[config.mk]
export PLATFORM = sky130hd
export DESIGN_NAME = acc_calib
export DESIGN_NICKNAME = d
export VERILOG_FILES = /design/src/core/acc_pkg.sv /design/src/core/acc_calib.sv
export SDC_FILE = /design/constraint.sdc
export NUM_CORES = 1
export LEC_CHECK = 0
export BUFFER_PORTS_ARGS = -buffer_cell sky130_fd_sc_hd__buf_4
export CORE_ASPECT_RATIO = 0.9
export CORE_MARGIN = 4
export CORE_UTILIZATION = 58
export DETAILED_ROUTE_END_ITERATION = 10
export PLACE_DENSITY = 0.89
export SYNTH_ARGS = -nofsm -noshare
export SYNTH_HDL_FRONTEND = slang
export SYNTH_SLANG_ARGS = --single-unit
[constraint.sdc]
create_clock -name core_clk -period 11.3 [get_ports core_clk]
set_input_delay 1.695 -clock core_clk [delete_from_list [all_inputs] [get_ports core_clk]]
set_output_delay 1.695 -clock core_clk [all_outputs]
set_load 0.01 [all_outputs]
[src/core/acc_pkg.sv]
// constants and state type for the auxiliary channel calibration block
// assumes one core clock and a plain strobe register port
package acc_pkg;
    // register byte addresses
    localparam logic [15:0] ACC_GAIN1_ADDR = 16'h2240;
    localparam logic [15:0] ACC_OFF1_ADDR = 16'h2244;
    localparam logic [15:0] ACC_OFF1P5_ADDR = 16'h22CC;
    // value field occupies bits 14..0, bits above read zero
    localparam int ACC_FIELD_MSB = 14;
    localparam int ACC_FIELD_W = 15;
    // reset values of the value fields
    localparam logic [14:0] ACC_GAIN_RST = 15'h4000;
    localparam logic [14:0] ACC_OFF_RST = 15'h0000;
    // fixed-point facts: gain has 14 fraction bits, offset 2
    localparam logic [14:0] ACC_GAIN_ZERO = 15'h0000;
    localparam logic [14:0] ACC_GAIN_UNITY = 15'h4000;
    localparam logic [15:0] ACC_ILLEGAL_OUT = 16'h8000;
    localparam int ACC_SHIFT = 16;
    localparam logic signed [35:0] ACC_ROUND = 36'sh000008000;
    localparam logic signed [35:0] ACC_FULL = 36'sh00000FFFF;
    // channel kinds seen at the raw result input
    localparam logic [1:0] ACC_CH_VOLT = 2'h0;
    localparam logic [1:0] ACC_CH_TIA = 2'h1;
    localparam logic [1:0] ACC_CH_TEMP = 2'h2;
    // amplifier gain codes
    localparam logic [1:0] ACC_PGA_1 = 2'h0;
    localparam logic [1:0] ACC_PGA_1P5 = 2'h1;
    // whole state of the block
    typedef struct packed {
        logic [14:0] gain1;
        logic [14:0] off1;
        logic [14:0] off1p5;
        logic [31:0] rdata;
        logic out_valid;
        logic [15:0] out_data;
    } acc_state_t;
endpackage

[src/core/acc_calib.sv]
// offset and gain correction of auxiliary channel conversion results
// assumes raw results and channel codes arrive synchronous to core_clk
`timescale 1ns/1ns
module acc_calib (
    input wire logic core_clk,
    input wire logic rst_b,
    input wire logic [15:0] reg_addr,
    input wire logic [31:0] reg_wdata,
    input wire logic reg_wr,
    input wire logic reg_rd,
    output logic [31:0] reg_rdata,
    input wire logic raw_valid,
    input wire logic [15:0] conversion_result_word,
    input wire logic [1:0] chan_kind,
    input wire logic [1:0] pga_gain,
    output logic corr_valid,
    output logic [15:0] corr_result
);
    // registered state and its next copy
    acc_pkg::acc_state_t cur;
    acc_pkg::acc_state_t next_cur;

    // path selection for the current raw sample
    logic volt_ch; // not a tia or temperature channel
    logic use_g1; // gain-1 offset and factor apply
    logic use_g1p5; // gain-1.5 offset applies
    logic [14:0] sel_off; // chosen offset code
    logic [14:0] sel_gain; // chosen gain code
    // arithmetic intermediates
    logic signed [19:0] raw_q; // raw result in quarter LSBs
    logic signed [19:0] off_q; // offset sign extended
    logic signed [19:0] sum_q; // raw plus offset
    logic signed [35:0] prod; // sum times gain
    logic signed [35:0] scaled; // back to whole LSBs
    logic [15:0] corr_val; // saturated corrected value

    // read decode of the register map; unmapped words read zero
    function automatic logic [31:0] acc_read(
        input logic [15:0] addr,
        input acc_pkg::acc_state_t s
    );
        logic [31:0] v;
        v = 32'h00000000;
        case (addr)
            acc_pkg::ACC_GAIN1_ADDR: begin
                v[acc_pkg::ACC_FIELD_MSB:0] = s.gain1;
            end
            acc_pkg::ACC_OFF1_ADDR: begin
                v[acc_pkg::ACC_FIELD_MSB:0] = s.off1;
            end
            acc_pkg::ACC_OFF1P5_ADDR: begin
                v[acc_pkg::ACC_FIELD_MSB:0] = s.off1p5;
            end
            default: begin
                v = 32'h00000000;
            end
        endcase
        return v;
    endfunction

    // choose the calibration set from channel kind and amplifier gain
    always_comb begin
        volt_ch = (chan_kind != acc_pkg::ACC_CH_TIA) &&
            (chan_kind != acc_pkg::ACC_CH_TEMP);
        // tia and temperature channels never see these factors
        use_g1 = volt_ch && (pga_gain == acc_pkg::ACC_PGA_1);
        use_g1p5 = volt_ch && (pga_gain == acc_pkg::ACC_PGA_1P5);
        if (use_g1) begin
            sel_off = cur.off1;
            sel_gain = cur.gain1;
        end else if (use_g1p5) begin
            // its own gain register lives elsewhere, so unity here
            sel_off = cur.off1p5;
            sel_gain = acc_pkg::ACC_GAIN_UNITY;
        end else begin
            // other paths pass through untouched
            sel_off = acc_pkg::ACC_OFF_RST;
            sel_gain = acc_pkg::ACC_GAIN_UNITY;
        end
    end

    // correction datapath: offset first, then gain, then clamp
    always_comb begin
        // two fraction bits make the raw word line up with the offset
        raw_q = $signed({2'b00, conversion_result_word, 2'b00});
        // sign-extend so 0x4000 reads as -4096 and 0x7FFF as -0.25
        off_q = $signed({{5{sel_off[14]}}, sel_off});
        sum_q = raw_q + off_q;
        // gain is a positive factor with 14 fraction bits, so the
        // top code still means just under two rather than a negative number
        prod = sum_q * $signed({1'b0, sel_gain});
        // drop 2 + 14 fraction bits with round to nearest
        scaled = (prod + acc_pkg::ACC_ROUND) >>> acc_pkg::ACC_SHIFT;
        // saturate instead of wrapping: a wrapped code would look
        // like a valid reading at the far end of the scale
        if (scaled < 0) begin
            corr_val = 16'h0000;
        end else if (scaled > acc_pkg::ACC_FULL) begin
            corr_val = 16'hFFFF;
        end else begin
            corr_val = scaled[15:0];
        end
        // illegal zero gain gives the fixed mid-scale code
        if (use_g1 && (cur.gain1 == acc_pkg::ACC_GAIN_ZERO)) begin
            corr_val = acc_pkg::ACC_ILLEGAL_OUT;
        end
    end

    // next-state logic: register writes, read data, result stage
    always_comb begin
        next_cur = cur;
        // read data only stands in the cycle after the strobe
        next_cur.rdata = 32'h00000000;
        if (reg_wr) begin
            case (reg_addr)
                acc_pkg::ACC_GAIN1_ADDR: begin
                    next_cur.gain1 = reg_wdata[14:0];
                end
                acc_pkg::ACC_OFF1_ADDR: begin
                    next_cur.off1 = reg_wdata[14:0];
                end
                acc_pkg::ACC_OFF1P5_ADDR: begin
                    next_cur.off1p5 = reg_wdata[14:0];
                end
                default: begin
                    // writes to unmapped words are dropped
                    next_cur.gain1 = cur.gain1;
                end
            endcase
        end
        if (reg_rd) begin
            next_cur.rdata = acc_read(reg_addr, cur);
        end
        // one result per raw sample, one cycle later
        next_cur.out_valid = raw_valid;
        if (raw_valid) begin
            next_cur.out_data = corr_val;
        end
    end

    // reset image of the state, constants only, so the reset branch
    // never depends on anything that is itself being reset
    localparam acc_pkg::acc_state_t RST_STATE = '{
        gain1: acc_pkg::ACC_GAIN_RST,
        off1: acc_pkg::ACC_OFF_RST,
        off1p5: acc_pkg::ACC_OFF_RST,
        rdata: 32'h00000000,
        out_valid: 1'b0,
        out_data: 16'h0000
    };

    // state register with synchronous active-low reset
    always_ff @(posedge core_clk) begin
        if (!rst_b) begin
            cur <= RST_STATE;
        end else begin
            cur <= next_cur;
        end
    end

    // outputs straight from the state register
    assign reg_rdata = cur.rdata;
    assign corr_valid = cur.out_valid;
    assign corr_result = cur.out_data;

    // checks tying each output code to its calibration cause

    // zero gain on the gain-1 path must yield mid-scale
    a_gain_zero_out: assert property (@(posedge core_clk)
        disable iff (!rst_b)
        (raw_valid && use_g1 && cur.gain1 == 15'h0000)
        |=> (corr_valid && corr_result == 16'h8000))
        else $error("zero gain did not give mid-scale code");

    // unity gain and zero offset reproduce the raw word
    a_unity_pass: assert property (@(posedge core_clk)
        disable iff (!rst_b)
        (raw_valid && use_g1 && cur.gain1 == 15'h4000 &&
        cur.off1 == 15'h0000)
        |=> (corr_result == $past(conversion_result_word)))
        else $error("unity gain changed the result");

    // half gain rounds the raw word to half
    a_half_gain: assert property (@(posedge core_clk)
        disable iff (!rst_b)
        (raw_valid && use_g1 && cur.gain1 == 15'h2000 &&
        cur.off1 == 15'h0000)
        |=> (corr_result ==
        16'((17'($past(conversion_result_word)) + 17'h00001) >> 1)))
        else $error("half gain result wrong");

    // four quarter steps of offset add one whole count
    a_quarter_step: assert property (@(posedge core_clk)
        disable iff (!rst_b)
        (raw_valid && use_g1 && cur.gain1 == 15'h4000 &&
        cur.off1 == 15'h0004 && conversion_result_word != 16'hFFFF)
        |=> (corr_result == $past(conversion_result_word) + 16'h0001))
        else $error("offset step size wrong");

    // most negative offset takes 4096 counts, clamped at zero
    a_neg_offset: assert property (@(posedge core_clk)
        disable iff (!rst_b)
        (raw_valid && use_g1 && cur.gain1 == 15'h4000 &&
        cur.off1 == 15'h4000)
        |=> (corr_result == (($past(conversion_result_word) >= 16'h1000)
        ? $past(conversion_result_word) - 16'h1000 : 16'h0000)))
        else $error("negative offset wrong");

    // tia and temperature channels bypass the correction
    a_tia_bypass: assert property (@(posedge core_clk)
        disable iff (!rst_b)
        (raw_valid && !volt_ch)
        |=> (corr_result == $past(conversion_result_word)))
        else $error("non-voltage channel was corrected");

    // gain-1.5 path uses its own offset register
    a_p5_offset: assert property (@(posedge core_clk)
        disable iff (!rst_b)
        (raw_valid && use_g1p5 && cur.off1p5 == 15'h0004 &&
        conversion_result_word != 16'hFFFF)
        |=> (corr_result == $past(conversion_result_word) + 16'h0001))
        else $error("gain 1.5 offset not applied");

    // doubling full scale must clamp, not wrap
    a_gain_sat: assert property (@(posedge core_clk)
        disable iff (!rst_b)
        (raw_valid && use_g1 && cur.gain1 == 15'h7FFF &&
        cur.off1 == 15'h0000 && conversion_result_word == 16'hFFFF)
        |=> (corr_result == 16'hFFFF))
        else $error("result did not saturate");

    // top gain code very nearly doubles a mid value
    a_gain_double: assert property (@(posedge core_clk)
        disable iff (!rst_b)
        (raw_valid && use_g1 && cur.gain1 == 15'h7FFF &&
        cur.off1 == 15'h0000 && conversion_result_word == 16'h1000)
        |=> (corr_result == 16'h2000))
        else $error("top gain code not near two");

    // gain-1 offset is used on the aux gain-1 path
    a_g1_offset: assert property (@(posedge core_clk)
        disable iff (!rst_b)
        (raw_valid && use_g1 && cur.gain1 == 15'h4000 &&
        cur.off1 == 15'h0008 && conversion_result_word < 16'hFFFE)
        |=> (corr_result == $past(conversion_result_word) + 16'h0002))
        else $error("gain 1 offset not applied");

    // fractional gain code just above unity leaves small values
    a_gain_frac: assert property (@(posedge core_clk)
        disable iff (!rst_b)
        (raw_valid && use_g1 && cur.gain1 == 15'h4001 &&
        cur.off1 == 15'h0000 && conversion_result_word == 16'h0100)
        |=> (corr_result == 16'h0100))
        else $error("fine gain step too coarse");

    // checks on the timing and read path of both interfaces

    // one strobe per sample, exactly one cycle after it
    a_valid_pulse: assert property (@(posedge core_clk)
        disable iff (!rst_b)
        $past(rst_b) |-> (corr_valid == $past(raw_valid)))
        else $error("result strobe out of step with samples");

    // the corrected word holds between samples
    a_result_hold: assert property (@(posedge core_clk)
        disable iff (!rst_b)
        ($past(rst_b) && !$past(raw_valid)) |-> $stable(corr_result))
        else $error("result changed without a sample");

    // read data stands only in the cycle after a read strobe
    a_rdata_idle: assert property (@(posedge core_clk)
        disable iff (!rst_b)
        ($past(rst_b) && !$past(reg_rd)) |-> (reg_rdata == 32'h00000000))
        else $error("read data present without a read");

    // bits above the 15-bit field always read zero
    a_rdata_upper: assert property (@(posedge core_clk)
        disable iff (!rst_b)
        reg_rdata[31:15] == 17'h00000)
        else $error("reserved read bits not zero");

    // a gain read returns the factor held when the strobe came
    a_gain_read: assert property (@(posedge core_clk)
        disable iff (!rst_b)
        ($past(rst_b) && $past(reg_rd) &&
        ($past(reg_addr) == acc_pkg::ACC_GAIN1_ADDR))
        |-> (reg_rdata == {17'h00000, $past(cur.gain1)}))
        else $error("gain read data wrong");

    // other amplifier gains take no correction at all
    a_other_pga: assert property (@(posedge core_clk)
        disable iff (!rst_b)
        (raw_valid && volt_ch && !use_g1 && !use_g1p5)
        |=> (corr_result == $past(conversion_result_word)))
        else $error("other amplifier gain was corrected");
endmodule

==> metrics.csv <==
stage;metric;value;unit
synthesis;flops & latches, synth;77;
critical_path;CP arrival;11.20;ns
routing;WL final;43.4;mm
sta;final period utilization;96.9;%
floorplanning;full die area;30700;sq um
synthesis;Post-synth top flop;dfxtp_1;
synthesis;number of synthesized flops with an enable pin;0;
finish;commonest cells after routing, fill and taps aside;inv_1, nand2_1, fa_1;
synthesis;Synth area leader;fa_1;
cts;H-Tree Depth;3;
routing;via count;13266;
critical_path;Worst Setup End Kind;flip-flop;
sta;post-layout min period;10.95;ns
critical_path;Crit Path Category;in2reg;
floorplanning;Die Height;167;um
worst_hold_path;WHS Endpoint;corr_result[2];
place;port bufs;87;
pwr;Pwr per Cell Area;40.6;nW/um^2
global_routing;vias in the first global route;13851;
finish;ant diodes;0;
routing;Detail Route Antenna Nets;0;
critical_path;reg2reg end;corr_result[6];
synthesis;synthesized area per cell;8.37;sq um
synthesis;Synth Cell Area;16200;sq um
critical_path;Slowest-stage cell, CP;fa_1;
synthesis;largest cells by area after synthesis;fa_1, ha_1, dfxtp_1, inv_1, nand2_1;
sta;fmax;91.3;MHz
synthesis;post-synthesis cell count;1936;
routing;# DRC;0;
floorplanning;die width;184;um
worst_hold_path;worst hold path type;reg2reg;
sta;Worst-Margin Slew;1.37;ns
sta;final hold vios;0;
worst_hold_path;worst hold stages;2;
critical_path;worst r2r path cells;34;
place;GPL Wtd Cong;0.992;
routing;TritonRoute pass-1 iters;6;
routing;drt initial violations;1414;
sta;max-slew violations;0;
global_routing;total track usage;28.8;%
pwr;Max VDD drop;102;uV
routing;Via-to-Cell Ratio;5.70;
finish;Finished Layout Cells;2327;
finish;fillers;2196;
finish;share of cells above drive strength 1;10.1;%
synthesis;sequential fraction of the synthesis area;9.51;%
cts;clk root buf;clkbuf_16;
global_routing;initial antenna violation count;0;
finish;Synth-to-Final Area Change;7.22;%
synthesis;FFs w/ async S/R, synth;0;%
critical_path;R2R Setup Slk;1.75;ns
place;placed cell area;17000;sq um
critical_path;CP most frequent cell;fa_1;
sta;final setup TNS;0;ns
sta;Final Skew;0.0147;ns
critical_path;critical-path maximum fanout;21;
cts;Num CTS Buffers;9;
critical_path;Critical Path RT;11.55;ns
place;placed cells;2308;
floorplanning;row cnt;57;
finish;multi-input logic area;12700;sq um
floorplanning;Initial Util;59.5;%
cts;CTS tree;yes;
finish;Design Area, Final;17400;sq um
finish;commonest non-fill, non-tap cell in the layout;inv_1;
floorplanning;IO Pins;122;
critical_path;Largest stage delay, worst path;0.57;ns
place;post-DP HPWL;35.9;mm
finish;Sequential Area;1540;sq um
cts;TritonCTS Sinks;77;
cts;clock buffer depth;2;
floorplanning;core area;27200;sq um
worst_hold_path;Hold Path Origin;corr_result[2];
routing;Avg WL per Cell;18.6;um
synthesis;Yosys warnings;0;
global_routing;GR Overflow Total;0;
sta;Relative slew margins;8.50;%
run;MaxCap Viol Count;0;
run_status;outcome;finished, final reports clean;
global_routing;first-pass GRT wire length;70.7;mm
pwr;static leakage;8.62;nW
cts;clock transition at the registers of the reported paths;0.07;ns
critical_path;reg2reg start;cur[51];
critical_path;Startpoint Class;input port;
sta;Final Setup Violations;0;
synthesis;post-synth top area share;35.7;%
synthesis;synth unique cells;77;
global_routing;largest net degree at the start of global routing;51;
cts;Worst-Skew Late Latency;0.37;ns
finish;Nets;2458;
synth_stat cells, types with 4 or more instances:
cell type / n
mux2i_1: 18
buf_2: 4
mux2_2: 15
nand3_1: 13
a21oi_1: 44
a21boi_1: 15
a21o_1: 18
a22oi_1: 15
ha_1: 128
and3_1: 34
nor4_1: 6
dfxtp_1: 77
o21ai_0: 28
nand4_1: 10
xnor2_1: 40
nand2_1: 316
o21ai_1: 11
nor2_1: 167
fa_1: 289
inv_1: 375
xor2_1: 26
clkbuf_1: 68
a211oi_1: 4
buf_4: 48
nor2b_1: 5
and2_0: 5
a31oi_1: 9
and2_1: 13
o21ai_2: 10
nor3_1: 23
a21boi_0: 30
per-stage QoR:
stage	setup WS (ns)	total power [W]	hold slack [ns]	utilization, %
finish	0.352	0.000706	0.457	63.8
global route	-0.00303	0.000729	0.478	63.8
CTS	0.359	0.000702	0.460	63.4
detailed placement	0.0314	0.000409	0.446	62.4
global placement	0.208	0.000407	0.439	62.4
floorplan	0.342	0.000361	0.430	-
worst max-delay path, delay by kind of cell:
kind | cells | cell delay (ns)
simple gates | 8 | 1.72
compound gates | 10 | 2.30
xor+xnor | 1 | 0.41
mux | 1 | 0.23
fa+ha+maj | 9 | 4.17
buf+inv | 6 | 0.68
how the worst max path moves through the flow:
stage	slack, ns	startpoint	depth (start not counted)	endpoint
2_1_floorplan	0.34	pga_gain[0]	37	corr_result[9]
3_3_place_gp	0.21	pga_gain[0]	34	corr_result[2]
3_5_place_dp	0.03	chan_kind[0]	33	corr_result[6]
4_1_cts	0.36	chan_kind[0]	33	corr_result[1]
5_1_grt	-0.003	pga_gain[0]	35	corr_result[1]
6_report	0.35	pga_gain[0]	35	corr_result[6]
sequential cells by signal, indices dropped and copies added, names as in the netlist:
register / flops
reg_rdata: 15
corr_valid: 1
cur: 45
corr_result: 16
cells by family (layout without fill, tap and decap cells):
group	Yosys count	count (layout)	synth area share (%)
AOI/OAI and AO/OA	222	222	9.59
xor gates and xnor gates	67	67	3.67
adders and majority gates	420	420	45.8
buffers and inverters	501	521	12.9
DFF	77	77	9.51
muxes	33	33	2.15
other	1	17	0.0231
and+or+nand+nor	615	616	16.4
where the power goes:
part	switching [W]	internal [W]
Combinational	0.0000807	0.0000517
Clock	0.000142	0.000155
Sequential	0.00000195	0.000275
final cells by class:
| class | count | area share [%] |
|---|---|---|
| inverter | 375 | 8.10 |
| tap | 354 | 2.55 |
| multi-input combinational | 1375 | 73.1 |
| clock buffer | 9 | 1.30 |
| timing repair buffer | 130 | 5.76 |
| sequential | 77 | 8.87 |
| clock inverter | 7 | 0.374 |
metal layers:
layer | vias up | part of all wire (%) | GRT usage, %
li1 | 5983 | - | -
met1 | 6438 | 38 | 39.6
met2 | 716 | 45 | 44.1
met3 | 129 | 13 | 8.81
met4 | 0 | 3.7 | 8.74
met5 | - | 0 | 0
what timing repair did:
| action | 4_1_cts | 5_1_grt |
|---|---|---|
| hold buffers | 0 | 0 |
| setup buffers | 0 | 2 |
| hold endpoints to repair | 0 | 0 |
| resized for setup | 0 | 7 |
| setup endpoints to repair | 0 | 16 |
No activity file was read; power rests on OpenSTA's default activity.
